File: src/vsirq_defs.svh
// constants of the software and ownership interrupt block
`ifndef VSIRQ_DEFS_SVH
`define VSIRQ_DEFS_SVH
`define VSIRQ_OFF_BUS_EN     12'h000
`define VSIRQ_OFF_BUS_STAT   12'h004
`define VSIRQ_OFF_BUS_MAP    12'h008
`define VSIRQ_OFF_LOC_EN     12'h00C
`define VSIRQ_OFF_LOC_STAT   12'h010
`define VSIRQ_OFF_LOC_MAP    12'h014
`define VSIRQ_OFF_MASTER     12'h018
`define VSIRQ_OFF_IRQ_MASK   12'h01C
`define VSIRQ_OFF_STATID     12'h020
`define VSIRQ_OFF_EVENTS     12'h024
`define VSIRQ_BIT_SOFT       0
`define VSIRQ_BIT_SOFT_ACK   1
`define VSIRQ_BIT_OWN        2
`define VSIRQ_BIT_HOLD       0
`define VSIRQ_RST_WORD       32'h00000000
`define VSIRQ_RST_STATID     8'hFE
`endif

File: src/vsirq_pkg.sv
// types of the software and ownership interrupt block
package vsirq_pkg;
    typedef enum logic [1:0] {VSIRQ_IDLE, VSIRQ_ASSERTED, VSIRQ_WAIT_LOW} vsirq_trig_t;
    typedef logic [2:0] vsirq_level_t;
endpackage

File: src/vsirq_top.sv
// software bus interrupt, soft-acknowledge and ownership interrupt channel
`timescale 1ns/1ps
`default_nettype none
`include "vsirq_defs.svh"
module vsirq_top
    import vsirq_pkg::*;
#(
    parameter int NLINE = 8
) (
    input  wire logic             CORE_CLK,
    input  wire logic             RESETN,
    input  wire logic             PSEL,
    input  wire logic             PENABLE,
    input  wire logic             PWRITE,
    input  wire logic [11:0]      PADDR,
    input  wire logic [31:0]      PWDATA,
    output logic      [31:0]      PRDATA,
    output logic                  PREADY,
    output logic                  PSLVERR,
    input  wire logic [7:0]       OTHER_LEVEL_REQ,
    input  wire logic [7:0]       OTHER_STATID,
    input  wire logic             IACK_VALID,
    input  wire logic [2:0]       IACK_LEVEL,
    input  wire logic             BUS_ACQUIRED,
    output logic      [7:0]       BUS_IRQ_REQ,
    output logic      [7:0]       IACK_STATID,
    output logic                  IACK_DONE,
    output logic                  BUS_HOLD_REQ,
    output logic      [NLINE-1:0] LOCAL_IRQ_LINE,
    output logic                  IRQ
);
    // ------------------------------------------------------------
    // registers
    // ------------------------------------------------------------
    logic              bus_irq_enable_reg;
    logic              bus_irq_status_reg;
    vsirq_level_t      bus_irq_level_map;
    logic [1:0]        local_irq_enable_reg;
    logic [2:0]        local_irq_status_reg;
    logic [2:0]        local_irq_route_reg_b;
    logic              master_control_reg;
    logic [2:0]        irq_mask;
    logic [7:0]        soft_statid;
    logic [2:0]        events;
    vsirq_trig_t       trig_state;
    logic              own_armed;

    // ------------------------------------------------------------
    // decode
    // ------------------------------------------------------------
    function automatic logic reg_hit(input logic [11:0] addr, input logic [11:0] off);
        reg_hit = (addr == off);
    endfunction
    wire         wr_acc    = PSEL && PENABLE && PWRITE;
    wire         rd_acc    = PSEL && PENABLE && !PWRITE;
    // read data launched in setup so it stands while pready is high
    wire         rd_setup  = PSEL && !PENABLE && !PWRITE;
    wire         hit_ben   = reg_hit(PADDR, `VSIRQ_OFF_BUS_EN);
    wire         hit_bst   = reg_hit(PADDR, `VSIRQ_OFF_BUS_STAT);
    wire         hit_bmap  = reg_hit(PADDR, `VSIRQ_OFF_BUS_MAP);
    wire         hit_len   = reg_hit(PADDR, `VSIRQ_OFF_LOC_EN);
    wire         hit_lst   = reg_hit(PADDR, `VSIRQ_OFF_LOC_STAT);
    wire         hit_lmap  = reg_hit(PADDR, `VSIRQ_OFF_LOC_MAP);
    wire         hit_mst   = reg_hit(PADDR, `VSIRQ_OFF_MASTER);
    wire         hit_mask  = reg_hit(PADDR, `VSIRQ_OFF_IRQ_MASK);
    wire         hit_sid   = reg_hit(PADDR, `VSIRQ_OFF_STATID);
    wire         hit_evt   = reg_hit(PADDR, `VSIRQ_OFF_EVENTS);
    wire         hit_any   = hit_ben | hit_bst | hit_bmap | hit_len | hit_lst | hit_lmap
                           | hit_mst | hit_mask | hit_sid | hit_evt;
    wire         trig_wr   = wr_acc && hit_ben;
    wire         trig_bit  = PWDATA[`VSIRQ_BIT_SOFT];

    // ------------------------------------------------------------
    // software bus interrupt
    // ------------------------------------------------------------
    logic [7:0]  soft_onehot;
    vsirq_level_dec u_dec (
        .level  (bus_irq_level_map),
        .enable (bus_irq_status_reg),
        .onehot (soft_onehot)
    );
    wire         ack_here  = IACK_VALID && (IACK_LEVEL == bus_irq_level_map);
    wire         soft_ack  = ack_here && bus_irq_status_reg;
    // soft status id always has bit zero low
    wire [7:0]   soft_id   = {soft_statid[7:1], 1'b0};
    wire         rise      = trig_wr && trig_bit && !bus_irq_enable_reg;
    // a rising write sets; acknowledge or disable removes
    wire         next_bstat = rise
                            || (bus_irq_status_reg && !soft_ack
                                && !(trig_wr && !trig_bit));
    wire         other_ack = IACK_VALID && OTHER_LEVEL_REQ[IACK_LEVEL];

    // ------------------------------------------------------------
    // local events: soft ack, ownership
    // ------------------------------------------------------------
    wire         own_evt   = own_armed && BUS_ACQUIRED;
    wire         sack_evt  = soft_ack && local_irq_enable_reg[0];
    wire [2:0]   loc_set   = {own_evt && local_irq_enable_reg[1], sack_evt, 1'b0};
    wire [2:0]   loc_clr   = (wr_acc && hit_lst) ? PWDATA[2:0] : 3'h0;
    logic [2:0]  loc_q;
    vsirq_evt_cap #(.W(3)) u_loc (
        .clk   (CORE_CLK),
        .rst_n (RESETN),
        .set   (loc_set),
        .clr   (loc_clr),
        .q     (loc_q)
    );
    wire         ack_line  = loc_q[`VSIRQ_BIT_SOFT_ACK];
    wire         own_line  = loc_q[`VSIRQ_BIT_OWN];
    wire [2:0]   evt_set   = {own_evt, soft_ack, rise};
    // a read clears only the bits it reported, so a later event is kept
    wire [2:0]   evt_done  = (rd_acc && hit_evt) ? PRDATA[2:0] : 3'h0;
    wire [2:0]   next_evt  = evt_set | (events & ~evt_done);

    logic [NLINE-1:0] next_lines;
    always_comb begin
        next_lines = '0;
        if (ack_line) next_lines[local_irq_route_reg_b[2:0]] = 1'b1;
        if (own_line) next_lines[0] = 1'b1;
    end

    // ------------------------------------------------------------
    // read mux
    // ------------------------------------------------------------
    logic [31:0] rd_word;
    always_comb begin
        rd_word = `VSIRQ_RST_WORD;
        if (hit_ben)  rd_word[0]   = bus_irq_enable_reg;
        if (hit_bst)  rd_word[0]   = bus_irq_status_reg;
        if (hit_bmap) rd_word[2:0] = bus_irq_level_map;
        if (hit_len)  rd_word[2:1] = local_irq_enable_reg;
        if (hit_lst)  rd_word[2:0] = loc_q;
        if (hit_lmap) rd_word[2:0] = local_irq_route_reg_b;
        if (hit_mst)  rd_word[0]   = master_control_reg;
        if (hit_mask) rd_word[2:0] = irq_mask;
        if (hit_sid)  rd_word[7:0] = soft_statid;
        if (hit_evt)  rd_word[2:0] = events;
    end

    // ------------------------------------------------------------
    // sequential
    // ------------------------------------------------------------
    always_ff @(posedge CORE_CLK or negedge RESETN) begin
        if (!RESETN) begin
            bus_irq_enable_reg    <= 1'b0;
            bus_irq_status_reg    <= 1'b0;
            bus_irq_level_map     <= 3'h0;
            local_irq_enable_reg  <= 2'h0;
            local_irq_route_reg_b <= 3'h0;
            master_control_reg    <= 1'b0;
            irq_mask              <= 3'h0;
            soft_statid           <= `VSIRQ_RST_STATID;
            events                <= 3'h0;
            own_armed             <= 1'b0;
            trig_state            <= VSIRQ_IDLE;
            PRDATA                <= 32'h00000000;
            PREADY                <= 1'b0;
            PSLVERR               <= 1'b0;
            BUS_IRQ_REQ           <= 8'h00;
            IACK_STATID           <= 8'h00;
            IACK_DONE             <= 1'b0;
            BUS_HOLD_REQ          <= 1'b0;
            LOCAL_IRQ_LINE        <= '0;
            IRQ                   <= 1'b0;
        end else begin
            PREADY  <= PSEL && !PENABLE;
            PSLVERR <= PSEL && !PENABLE && !hit_any;
            if (rd_setup) PRDATA <= rd_word;
            if (trig_wr) bus_irq_enable_reg <= trig_bit;
            if (wr_acc && hit_bmap) bus_irq_level_map <= PWDATA[2:0];
            if (wr_acc && hit_len)  local_irq_enable_reg <= PWDATA[2:1];
            if (wr_acc && hit_lmap) local_irq_route_reg_b <= PWDATA[2:0];
            if (wr_acc && hit_mask) irq_mask <= PWDATA[2:0];
            if (wr_acc && hit_sid)  soft_statid <= PWDATA[7:0];
            if (wr_acc && hit_mst)  master_control_reg <= PWDATA[`VSIRQ_BIT_HOLD];
            if (wr_acc && hit_mst && PWDATA[`VSIRQ_BIT_HOLD] && !master_control_reg)
                own_armed <= 1'b1;
            else if (own_evt || !master_control_reg)
                own_armed <= 1'b0;
            bus_irq_status_reg <= next_bstat;
            events             <= next_evt;
            case (trig_state)
                VSIRQ_IDLE:     if (rise) trig_state <= VSIRQ_ASSERTED;
                VSIRQ_ASSERTED: if (!next_bstat) trig_state <= VSIRQ_WAIT_LOW;
                VSIRQ_WAIT_LOW: if (!bus_irq_enable_reg) trig_state <= VSIRQ_IDLE;
                default:        trig_state <= VSIRQ_IDLE;
            endcase
            BUS_IRQ_REQ  <= soft_onehot | OTHER_LEVEL_REQ;
            IACK_DONE    <= soft_ack || other_ack;
            if (soft_ack) IACK_STATID <= soft_id;
            else if (other_ack) IACK_STATID <= OTHER_STATID;
            BUS_HOLD_REQ   <= master_control_reg;
            LOCAL_IRQ_LINE <= next_lines;
            IRQ            <= |(next_evt & irq_mask);
        end
    end

    // ------------------------------------------------------------
    // checks
    // ------------------------------------------------------------
    property p_soft_first;
        @(posedge CORE_CLK) disable iff (!RESETN)
        soft_ack |=> IACK_STATID == $past(soft_id);
    endproperty
    a_soft_first: assert property (p_soft_first) else $error("soft id not chosen");
    property p_bit0;
        @(posedge CORE_CLK) disable iff (!RESETN)
        soft_ack |=> !IACK_STATID[0];
    endproperty
    a_bit0: assert property (p_bit0) else $error("soft id bit zero high");
    property p_roak;
        @(posedge CORE_CLK) disable iff (!RESETN)
        soft_ack && !rise |=> !bus_irq_status_reg ##1 (BUS_IRQ_REQ == $past(OTHER_LEVEL_REQ));
    endproperty
    a_roak: assert property (p_roak) else $error("soft request not withdrawn");
    property p_sack;
        @(posedge CORE_CLK) disable iff (!RESETN)
        sack_evt |=> ack_line;
    endproperty
    a_sack: assert property (p_sack) else $error("soft ack not latched");
    property p_line;
        @(posedge CORE_CLK) disable iff (!RESETN)
        sack_evt |=> ##1 LOCAL_IRQ_LINE[local_irq_route_reg_b];
    endproperty
    a_line: assert property (p_line) else $error("local line not raised");
    property p_own;
        @(posedge CORE_CLK) disable iff (!RESETN)
        own_evt && local_irq_enable_reg[1] |=> own_line;
    endproperty
    a_own: assert property (p_own) else $error("ownership not flagged");
    property p_clr;
        @(posedge CORE_CLK) disable iff (!RESETN)
        wr_acc && hit_lst && PWDATA[2] && !loc_set[2] |=> !own_line;
    endproperty
    a_clr: assert property (p_clr) else $error("ownership not cleared");
    property p_sticky;
        @(posedge CORE_CLK) disable iff (!RESETN)
        ack_line && !(wr_acc && hit_lst && PWDATA[1]) |=> ack_line;
    endproperty
    a_sticky: assert property (p_sticky) else $error("status bit lost");
    property p_once;
        @(posedge CORE_CLK) disable iff (!RESETN)
        rise |=> bus_irq_status_reg;
    endproperty
    a_once: assert property (p_once) else $error("trigger gave no interrupt");
    property p_disable;
        @(posedge CORE_CLK) disable iff (!RESETN)
        trig_wr && !trig_bit |=> !bus_irq_status_reg;
    endproperty
    a_disable: assert property (p_disable) else $error("disable kept interrupt");
    property p_single;
        @(posedge CORE_CLK) disable iff (!RESETN)
        rise |-> trig_state == VSIRQ_IDLE;
    endproperty
    a_single: assert property (p_single) else $error("second trigger while active");
    property p_level;
        @(posedge CORE_CLK) disable iff (!RESETN)
        bus_irq_status_reg |=> BUS_IRQ_REQ[$past(bus_irq_level_map)];
    endproperty
    a_level: assert property (p_level) else $error("request not on mapped level");
    property p_no_bus;
        @(posedge CORE_CLK) disable iff (!RESETN)
        !bus_irq_status_reg |=> BUS_IRQ_REQ == $past(OTHER_LEVEL_REQ);
    endproperty
    a_no_bus: assert property (p_no_bus) else $error("stray bus request");
    property p_other;
        @(posedge CORE_CLK) disable iff (!RESETN)
        other_ack && !soft_ack |=> IACK_STATID == $past(OTHER_STATID);
    endproperty
    a_other: assert property (p_other) else $error("other status id not given");
    property p_rd_lst;
        @(posedge CORE_CLK) disable iff (!RESETN)
        rd_setup && hit_lst |=> PRDATA[2:0] == $past(loc_q);
    endproperty
    a_rd_lst: assert property (p_rd_lst) else $error("local status read wrong");
    property p_ack_clr;
        @(posedge CORE_CLK) disable iff (!RESETN)
        wr_acc && hit_lst && PWDATA[1] && !loc_set[1] |=> !ack_line;
    endproperty
    a_ack_clr: assert property (p_ack_clr) else $error("soft ack not cleared");

    // ------------------------------------------------------------
    // register bus checks
    // ------------------------------------------------------------
    property p_ready;
        @(posedge CORE_CLK) disable iff (!RESETN)
        PSEL && !PENABLE |=> PREADY;
    endproperty
    a_ready: assert property (p_ready) else $error("no ready in access phase");
    property p_err;
        @(posedge CORE_CLK) disable iff (!RESETN)
        PSLVERR |-> PREADY;
    endproperty
    a_err: assert property (p_err) else $error("error without ready");
endmodule
`default_nettype wire

File: src/vsirq_level_dec.sv
// one-hot decoder of a three-bit request level
`timescale 1ns/1ps
`default_nettype none
module vsirq_level_dec
    import vsirq_pkg::*;
(
    input  wire logic [2:0] level,
    input  wire logic       enable,
    output logic      [7:0] onehot
);
    genvar i;
    generate
        for (i = 0; i < 8; i = i + 1) begin : g_bit
            assign onehot[i] = enable && (level == 3'(i));
        end
    endgenerate
endmodule
`default_nettype wire

File: src/vsirq_evt_cap.sv
// sticky event capture with set winning over clear
`timescale 1ns/1ps
`default_nettype none
module vsirq_evt_cap #(
    parameter int W = 3
) (
    input  wire logic         clk,
    input  wire logic         rst_n,
    input  wire logic [W-1:0] set,
    input  wire logic [W-1:0] clr,
    output logic      [W-1:0] q
);
    always_ff @(posedge clk or negedge rst_n) begin
        if (!rst_n) begin
            q <= '0;
        end else begin
            q <= set | (q & ~clr);
        end
    end
endmodule
`default_nettype wire

File: config.mk
export PLATFORM = sky130hd
export DESIGN_NAME = vsirq_top
export DESIGN_NICKNAME = d
export VERILOG_FILES = /design/src/vsirq_pkg.sv /design/src/vsirq_top.sv /design/src/vsirq_level_dec.sv /design/src/vsirq_evt_cap.sv
export VERILOG_INCLUDE_DIRS = /design/src
export SDC_FILE = /design/constraint.sdc
export NUM_CORES = 1
export LEC_CHECK = 0
export BUFFER_PORTS_ARGS = -buffer_cell sky130_fd_sc_hd__clkbuf_2
export CELL_PAD_IN_SITES_DETAIL_PLACEMENT = 1
export CELL_PAD_IN_SITES_GLOBAL_PLACEMENT = 1
export CORE_ASPECT_RATIO = 0.6
export CORE_MARGIN = 5
export CORE_UTILIZATION = 39
export CTS_CLUSTER_DIAMETER = 30
export DETAILED_ROUTE_END_ITERATION = 8
export HOLD_SLACK_MARGIN = 0.1
export PLACE_DENSITY = 0.92
export SETUP_SLACK_MARGIN = 0.2
export SLEW_MARGIN = 0
export SYNTH_ARGS = -nofsm -noshare
export SYNTH_HDL_FRONTEND = slang
export SYNTH_HIERARCHICAL = 1
export SYNTH_SLANG_ARGS = --single-unit
File: constraint.sdc
create_clock -name CORE_CLK -period 2.95 [get_ports CORE_CLK]
set_input_delay 0.4425 -clock CORE_CLK [delete_from_list [all_inputs] [get_ports CORE_CLK]]
set_output_delay 0.4425 -clock CORE_CLK [all_outputs]
set_load 0.005 [all_outputs]
==> flow_summary.ini, run 1 <==
[run_status]
status = finished, final reports clean

[critical_path]
rr_startpoint = bus_irq_level_map[0]$_DFFE_PN0P_
reg2reg_depth = 5
arrival_ns = 2.41
path_max_fanout = 4
end_kind = flop
r2r_slack_ns = 1.05
worstSetupStartpointType = primary input
worstSetupPathType = primary input to flop
crit_required_ns = 3.16
regToRegEndpoint = IACK_STATID[0]$_DFFE_PN0P_

[pwr]
cellPowerDensity_nw_per_um2 = 551
vdd_drop_max_uv = 223
leakage_nw = 2.13

[global_routing]
grt_util_all_layers = 0.190
grt_max_degree = 30
grt_antenna_before_repair = 0
grt_pass1_vias = 2839
grt_pass1_wl_mm = 15.2
gr-total-overflow = 0

[clock_network]
cts_inserted_buffers = 9
cts_buffer_depth = 2
cts_tree = built
cts.htree.levels = 3
cts_root_buf = clkbuf_16
post-cts-setup-buffers = 0
cts_sinks = 66
clkTransAtPathRegs_ns = 0.06
clk_latency_ns = 0.33

[timing]
rsz0062_at_grt = false
setup_viol = 0
post-route-period-util = 0.748
setup_tns_ns = 0
fmax_ghz = 0.453
tightest_slew_ns = 0.679
finalMaxSlewViolations = 0
relSlewSlack = 0.544
min_period_ns = 2.21
skew_ns = 0.00653
worst_hold_slack_ns = 0.328
hold_viol = 0
layout_setup_ws_ns = 0.743

[route]
drcViolationCount = 0
vias = 2695
via_per_inst = 5.16
drt-wirelength-per-cell_um = 18.5
routed_wl_mm = 9.66
drt_pre_antenna_iters = 4
ant_nets = 0
drt_iter0_drc = 166

[synthesis]
syn_inst = 315
netlist_area_um2 = 3370
synthArstFlopShare = 1.00
ys.flop_type = dfrtp_1
synth-edff-count = 0
ys_ff_latch = 66
synth_cell_types = 56
yosysWarnings = 6
synth-seq-area-share = 0.493
syn_area_per_cell_um2 = 10.7

[floorplanning]
rows = 26
die_y_um = 82.0
die_x_um = 130
core_region_area_um2 = 8460
io_pins = 131
dieArea_um2 = 10700
start_util = 0.398

[layout]
antennaDiodeCount = 0
final_cell_mix = 82 x clkbuf_2, 59 x dfrtp_1, 26 x nand2_1
drive_above_1_share = 0.366
fin_cells = 522
final_area_um2 = 4150
area_growth_pct = 23.2
nets = 475
final_common_cell = clkbuf_2

[placement]
gp_congestion = 0.962
dpl.hpwl_mm = 7.51
dp.cells = 505
port_buffers = 82
place_ws_ns = 0.433
placed_cell_area_um2 = 3820

[min_path]
hold_end = BUS_IRQ_REQ[7]$_DFF_PN0_
hold_depth = 2
hp-class = primary input to flop
min_from = OTHER_LEVEL_REQ[7]

[run]
maxCapViolCount = 0
kinds of logic after synthesis:
logic type	Yosys count	share of synthesized area
compound gates	41	0.0836
xor+xnor	3	0.00781
mux	34	0.117
simple gates	124	0.215
flops	66	0.493
other cells	1	0.00111
buf+inv	46	0.0825
synthesized netlist by cell type, types with 3 or more instances:
cell,number,share of area
nand3_1,12,0.018
a21oi_1,12,0.018
and3_1,8,0.015
mux2_2,14,0.047
inv_1,12,0.013
mux2i_1,10,0.030
nor3_1,7,0.010
nor2_1,25,0.028
or2_2,9,0.017
nand4_1,4,0.0074
nand2b_1,7,0.013
mux2_1,8,0.027
a21o_1,3,0.0067
dfstp_2,7,0.055
o21ai_0,6,0.0089
a31oi_1,4,0.0074
buf_4,26,0.058
clkbuf_1,7,0.0078
and4b_2,3,0.010
dfrtp_1,59,0.44
xnor2_1,3,0.0078
and4bb_2,3,0.011
nand2_1,26,0.029
how the worst max path moves through the flow:
| stage | start | end | depth (start not counted) |
|---|---|---|---|
| 2_1_floorplan | PADDR[7] | IRQ$_DFF_PN0_ | 6 |
| 3_3_place_gp | PADDR[7] | soft_statid[0]$_DFFE_PN0P_ | 6 |
| 3_5_place_dp | PADDR[1] | IRQ$_DFF_PN0_ | 6 |
| 4_1_cts | PADDR[1] | IRQ$_DFF_PN0_ | 6 |
| 5_1_grt | PADDR[1] | IRQ$_DFF_PN0_ | 6 |
| 6_report | PADDR[1] | IRQ$_DFF_PN0_ | 6 |
per-layer routing:
metal,GRT usage,vias up,wire length (um)
li1,-,1249,-
met4,0.0342,0,60
met5,0,-,0
met2,0.298,105,4320
met1,0.259,1334,4300
met3,0.0663,7,974
power by group:
| part | total [mW] | leakage [nW] | internal, mW | switching (mW) |
|---|---|---|---|---|
| Combinational | 0.213 | 1.13 | 0.0933 | 0.120 |
| Sequential | 0.966 | 0.848 | 0.945 | 0.0210 |
| Clock | 1.10 | 0.152 | 0.724 | 0.380 |
metrics by stage:
step / total power, mW / utilization
floorplan: 1.09 / -
CTS: 2.32 / 0.490
global route: 2.38 / 0.490
finish: 2.28 / 0.490
global placement: 1.18 / 0.452
detailed placement: 1.20 / 0.452
layout make-up:
cell class / count / area [um2]
clock inverters: 3 / 46.3
clock buffers: 13 / 270
repair buffers: 89 / 465
inverters: 12 / 45.0
multi-input cells: 227 / 1520
well taps: 112 / 140
fillers: 983 / 4310
flip-flops and latches: 66 / 1660
timing repair:
item,CTS,global route
endpoints found under the hold margin,16,0
hold buffers,1,0
gates resized for setup,0,0
critical path: stages:
cell and delay, ns:
clkbuf_2 0.11, or4b_1 0.62, nor3_1 0.44, nand3_1 0.14
a22o_1 0.25, a2111o_1 0.40
(Power assumes the default switching activity.)
==> inputs of run 2 (changes only) <==
--- a/config.mk
+++ b/config.mk
@@ -6,16 +6,17 @@
 export SDC_FILE = /design/constraint.sdc
 export NUM_CORES = 1
 export LEC_CHECK = 0
+export ABC_AREA = 1
 export BUFFER_PORTS_ARGS = -buffer_cell sky130_fd_sc_hd__clkbuf_2
 export CELL_PAD_IN_SITES_DETAIL_PLACEMENT = 1
 export CELL_PAD_IN_SITES_GLOBAL_PLACEMENT = 1
 export CORE_ASPECT_RATIO = 0.6
 export CORE_MARGIN = 5
-export CORE_UTILIZATION = 39
+export CORE_UTILIZATION = 35
 export CTS_CLUSTER_DIAMETER = 30
 export DETAILED_ROUTE_END_ITERATION = 8
 export HOLD_SLACK_MARGIN = 0.1
-export PLACE_DENSITY = 0.92
+export PLACE_DENSITY = 0.89
 export SETUP_SLACK_MARGIN = 0.2
 export SLEW_MARGIN = 0
 export SYNTH_ARGS = -nofsm -noshare
==> constraint.sdc (replaced) <==
create_clock -name CORE_CLK -period 2.1 [get_ports CORE_CLK]
set_input_delay 0.315 -clock CORE_CLK [delete_from_list [all_inputs] [get_ports CORE_CLK]]
set_output_delay 0.315 -clock CORE_CLK [all_outputs]
set_load 0.005 [all_outputs]
==> flow_summary.ini, run 2 <==
[timing]
tightest_slew_ns = 0.499
relSlewSlack = 0.664
setup_viol = 0
hold_viol = 0
finalMaxSlewViolations = 0
fmax_ghz = 0.630
min_period_ns = 1.59
post-route-period-util = 0.756
rsz0062_at_grt = false
skew_ns = 0.00781
setup_tns_ns = 0

[synthesis]
synth.area.top_cells = dfrtp_1 44%, nand2_1 9.9%, nor2_1 8.0%, dfstp_2 5.5%, buf_4 5.4%
netlist_top_cells_count = 88 x nand2_1, 71 x nor2_1, 59 x dfrtp_1
syn_area_per_cell_um2 = 8.18
synth-seq-area-share = 0.498
synth_cell_types = 39
ys_ff_latch = 66
ys.flop_type = dfrtp_1
syn_inst = 408
synthArstFlopShare = 1.00
synth-edff-count = 0
yosysTopAreaCellShare = 0.443
yosysWarnings = 6
yosys.area.top_type = dfrtp_1
netlist_area_um2 = 3340
yosysMostFrequentCell = nand2_1

[floorplanning]
die_x_um = 136
core_region_area_um2 = 9220
die_y_um = 85.6
rows = 27
io_pins = 131
start_util = 0.362
dieArea_um2 = 11600

[clock_network]
clkTransAtPathRegs_ns = 0.05
cts_inserted_buffers = 9
cts_tree = built
cts_sinks = 66
clk_latency_ns = 0.34
cts_root_buf = clkbuf_16
cts.htree.levels = 3
post-cts-setup-buffers = 0
cts_buffer_depth = 2

[critical_path]
path_cells = inv_1 > o22ai_1 > a21oi_1 > nand3_1 > buf_4 > nor3b_1 > nor3_1
crit_path_max_incr_delay_ns = 0.46
end_kind = flop
regToRegEndpoint = IACK_STATID[3]$_DFFE_PN0P_
reg2reg_depth = 7
cp_slowest_cell = dfrtp_1
startpoint = bus_irq_level_map[1]$_DFFE_PN0P_
r2r_slack_ns = 0.51
path_max_fanout = 14
arrival_ns = 1.84
worstSetupStartpointType = flop
worstSetupPathType = flop to flop
crit_required_ns = 2.35
rr_startpoint = bus_irq_level_map[1]$_DFFE_PN0P_

[pwr]
vdd_drop_max_uv = 340
cellPowerDensity_nw_per_um2 = 727
p_comb_frac = 0.087
p_total_mw = 3.03
seq_power_share = 0.441
power.switching_mw = 0.714
internal_power_mw = 2.31
p_sw_frac = 0.236
leakage_nw = 2.10
clkPwrFrac = 0.472

[route]
vias = 2951
ant_nets = 0
drt_iter0_drc = 121
drt_pre_antenna_iters = 4
drt-wirelength-per-cell_um = 15.2
via_per_inst = 4.60
routed_wl_mm = 9.78
drcViolationCount = 0

[placement]
placed_cell_area_um2 = 3870
gp_congestion = 0.906
dpl.hpwl_mm = 7.84
port_buffers = 82

[min_path]
hold_depth = 2
min_from = OTHER_LEVEL_REQ[7]
hp-class = primary input to flop
hold_end = BUS_IRQ_REQ[7]$_DFF_PN0_

[global_routing]
grt_antenna_before_repair = 0
grt_util_all_layers = 0.178
grt_pass1_wl_mm = 16.1
grt_pass1_vias = 3171
gr-total-overflow = 0
grt_max_degree = 32

[layout]
drive_above_1_share = 0.283
area_growth_pct = 24.8
final_cell_mix = 88 x nand2_1, 81 x clkbuf_2, 71 x nor2_1
finish.utilization = 0.451
seqCellArea_um2 = 1660
final_common_cell = nand2_1
multi_input_area_um2 = 1380
nets = 577
antennaDiodeCount = 0
final_area_um2 = 4160
nFillCells = 1160

[run]
maxCapViolCount = 0

[run_status]
status = finished, final reports clean
-- run 2: changes by cell type after synthesis, sizes merged, moves of 6 or more --
cell / change
mux2i: -10
nand3: +13
mux2: -22
nor3b: +6
nand2: +64
clkbuf: -6
nor2: +51
o21ai: +20
nand2b: -7
and3: -8
inv: +32
-- run 2: power by group through the flow --
stage,sequential [mW],combinational (mW),clock [mW]
after floorplan,1.36,0.131,0
after global placement,1.35,0.255,0
after detailed placement,1.36,0.266,0
after CTS,1.33,0.269,1.46
after global routing,1.34,0.300,1.52
final,1.33,0.264,1.43
-- run 2: per-layer routing --
| metal | vias to the layer above | routed length (um) | GRT usage |
|---|---|---|---|
| met5 | - | 0 | 0 |
| met4 | 0 | 48 | 0.0302 |
| met3 | 7 | 753 | 0.0686 |
| met2 | 81 | 4460 | 0.283 |
| met1 | 1418 | 4520 | 0.235 |
| li1 | 1445 | - | - |
-- run 2: what timing repair did --
action | 4_1_cts | 5_1_grt
hold buffers | 1 | 0
gates resized for setup | 0 | 0
hold endpoints to repair | 13 | 0
-- run 2: cells by family after synthesis --
group | synth area share
AND/OR/NAND/NOR | 0.297
flip-flops | 0.498
buffers and inverters | 0.115
XOR/XNOR | 0.00263
AO/OA/AOI/OAI | 0.0859
other | 0.00112
-- run 2: worst max-delay path, delay by kind of cell, from the launching register on --
family	cells	cell delay [ns]
buffers and inverters	2	0.34
AO/OA/AOI/OAI	2	0.26
flip-flops	1	0.46
AND/OR/NAND/NOR	3	0.45
-- run 2: cell type report --
| type | count | share of cell area |
|---|---|---|
| sequential | 66 | 0.399 |
| timing repair buffer | 92 | 0.120 |
| clock buffer | 14 | 0.0658 |
| inverter | 44 | 0.0415 |
| tap | 130 | 0.0391 |
| clock inverter | 2 | 0.00241 |
| multi-input combinational | 294 | 0.332 |
-- run 2: stage by stage --
step           worst slack, ns  hold slack (ns)  std cells
4_1_cts                  0.475            0.175        642
6_report                 0.512            0.185        642
3_5_place_dp             0.207            0.280        625
3_3_place_gp             0.327            0.270        625
5_1_grt                  0.227            0.180        642
2_1_floorplan            0.568           0.0194        432
-- run 2: how the worst max path moves through the flow --
stage	endpoint	slack, ns	depth (start not counted)
after detailed placement	PRDATA[2]$_DFFE_PN0P_	0.21	12
final	IACK_STATID[3]$_DFFE_PN0P_	0.51	7
after floorplan	soft_statid[1]$_DFFE_PN1P_	0.57	10
after global routing	PRDATA[2]$_DFFE_PN0P_	0.23	12
after global placement	PRDATA[1]$_DFFE_PN0P_	0.33	12
after CTS	IACK_STATID[3]$_DFFE_PN0P_	0.47	7
==> inputs of run 3 (changes only) <==
--- a/config.mk
+++ b/config.mk
@@ -12,11 +12,11 @@
 export CELL_PAD_IN_SITES_GLOBAL_PLACEMENT = 1
 export CORE_ASPECT_RATIO = 0.6
 export CORE_MARGIN = 5
-export CORE_UTILIZATION = 35
+export CORE_UTILIZATION = 31
 export CTS_CLUSTER_DIAMETER = 30
 export DETAILED_ROUTE_END_ITERATION = 8
 export HOLD_SLACK_MARGIN = 0.1
-export PLACE_DENSITY = 0.89
+export PLACE_DENSITY = 0.84
 export SETUP_SLACK_MARGIN = 0.2
 export SLEW_MARGIN = 0
 export SYNTH_ARGS = -nofsm -noshare
==> constraint.sdc (replaced) <==
create_clock -name CORE_CLK -period 1.4 [get_ports CORE_CLK]
set_input_delay 0.21 -clock CORE_CLK [delete_from_list [all_inputs] [get_ports CORE_CLK]]
set_output_delay 0.21 -clock CORE_CLK [all_outputs]
set_load 0.005 [all_outputs]
==> flow_summary.ini, run 3 (synthesis results as in run 2) <==
[timing]
hold_viol = 0
min_period_ns = 1.52
layout_setup_ws_ns = -0.124
post-route-period-util = 1.09
fmax_ghz = 0.656
rsz0062_at_grt = true
skew_ns = 0.00712
setup_viol = 13
finalMaxSlewViolations = 0

[layout]
final_common_cell = clkbuf_2
fin_cells = 704
area_growth_pct = 56.3
nets = 630
final_cell_mix = 74 x clkbuf_2, 67 x nand2_1, 59 x dfrtp_1
drive_above_1_share = 0.473
antennaDiodeCount = 0
final_area_um2 = 5220

[route]
drt_pre_antenna_iters = 4
vias = 3356
ant_nets = 0
drcViolationCount = 0
via_per_inst = 4.77
drt_iter0_drc = 158
routed_wl_mm = 12.6
drt-wirelength-per-cell_um = 17.8

[clock_network]
clk_latency_ns = 0.33
cts_buffer_depth = 2
cts_root_buf = clkbuf_16
clkTransAtPathRegs_ns = 0.06
cts.htree.levels = 3
cts_inserted_buffers = 9
cts_tree = built
cts_sinks = 66

[placement]
port_buffers = 82
placed_cell_area_um2 = 4090
gp_congestion = 0.844
dpl.hpwl_mm = 8.10
dp.cells = 659

[critical_path]
worstSetupStartpointType = flop
crit_path_max_incr_delay_ns = 0.40
end_kind = flop
arrival_ns = 1.74
path_max_fanout = 8
path_cells = inv_2 > o22ai_2 > a21oi_2 > nand3_4 > buf_4 > buf_6 > nor2_1 > nor3_2
path_buf_inv = 3
worstSetupPathType = flop to flop
crit_required_ns = 1.62
path_delay_family = flip-flops
cp_slowest_cell = dfrtp_1

[run_status]
failed_checks = setup timing
status = finished, violations left

[pwr]
cellPowerDensity_nw_per_um2 = 992
vdd_drop_max_uv = 575
leakage_nw = 2.51

[global_routing]
grt_pass1_wl_mm = 18.2
grt_max_degree = 40
gr-total-overflow = 0
grt_antenna_before_repair = 0
grt_util_all_layers = 0.176
grt_pass1_vias = 3483

[floorplanning]
io_pins = 131
dieArea_um2 = 13000
die_y_um = 90.4
start_util = 0.317
core_region_area_um2 = 10500
die_x_um = 144
rows = 29

[run]
maxCapViolCount = 0

[min_path]
hp-class = primary input to flop
[run 3: power by group]
part	internal (mW)	total (mW)	leakage [nW]	switching, mW
clock	1.75	2.63	0.163	0.885
combinational	0.239	0.540	1.50	0.301
sequential	1.97	2.00	0.848	0.0332
total	3.95	5.17	2.51	1.22
[run 3: through the flow]
stage          hold slack, ns  setup WS, ns  TNS [ns]  power (mW)   util
2_1_floorplan         -0.0856       -0.0258    -0.170        2.24      -
3_3_place_gp            0.146        -0.304     -3.03        2.43  0.388
3_5_place_dp            0.156        -0.360     -5.85        2.46  0.388
4_1_cts                 0.102        -0.136    -0.861        5.11  0.447
5_1_grt                 0.102        -0.218     -2.09        5.34  0.496
6_report                0.103        -0.124     -1.08        5.17  0.496
[run 3: routing by layer]
layer / vias to the layer above / GRT usage / wire length, um
li1: 1556 / - / -
met1: 1661 / 0.247 / 5410
met2: 121 / 0.275 / 6140
met3: 18 / 0.0402 / 851
met4: 0 / 0.0400 / 163
met5: - / 0 / 0
[run 3: worst paths after layout]
kind / startpoint / end / slack, ns / cells past startpoint
setup / recovery: bus_irq_level_map[1]$_DFFE_PN0P_ / IACK_STATID[7]$_DFFE_PN0P_ / -0.12 / 8
hold / removal: OTHER_LEVEL_REQ[0] / BUS_IRQ_REQ[0]$_DFF_PN0_ / 0.10 / 2
setup reg to reg: bus_irq_level_map[1]$_DFFE_PN0P_ / IACK_STATID[7]$_DFFE_PN0P_ / -0.12 / 8
hold reg to reg: u_loc/q[0]$_DFF_PN0_ / u_loc/q[0]$_DFF_PN0_ / 0.49 / 2
max in group asynchronous: RESETN / soft_statid[2]$_DFFE_PN1P_ / 0.45 / 3
min in group asynchronous: RESETN / BUS_HOLD_REQ$_DFF_PN0_ / 0.34 / 2
[run 3: area by class of cell]
type / instances / area [um2]
Timing Repair Buffer: 144 / 1020
Inverter: 44 / 185
Clock buffer: 10 / 229
Multi-Input combinational cell: 295 / 1830
Sequential cell: 66 / 1660
Fill cell: 1226 / 5310
Tap cell: 139 / 174
Clock inverter: 6 / 115
[run 3: repair_timing]
item / in CTS / in global routing
pin swaps: 14 / 41
endpoints found under the setup margin: 31 / 51
setup buffers: 11 / 10
gates resized for setup: 39 / 102
hold buffers: 5 / 2
cloned: 0 / 1
hold endpoints to repair: 16 / 2
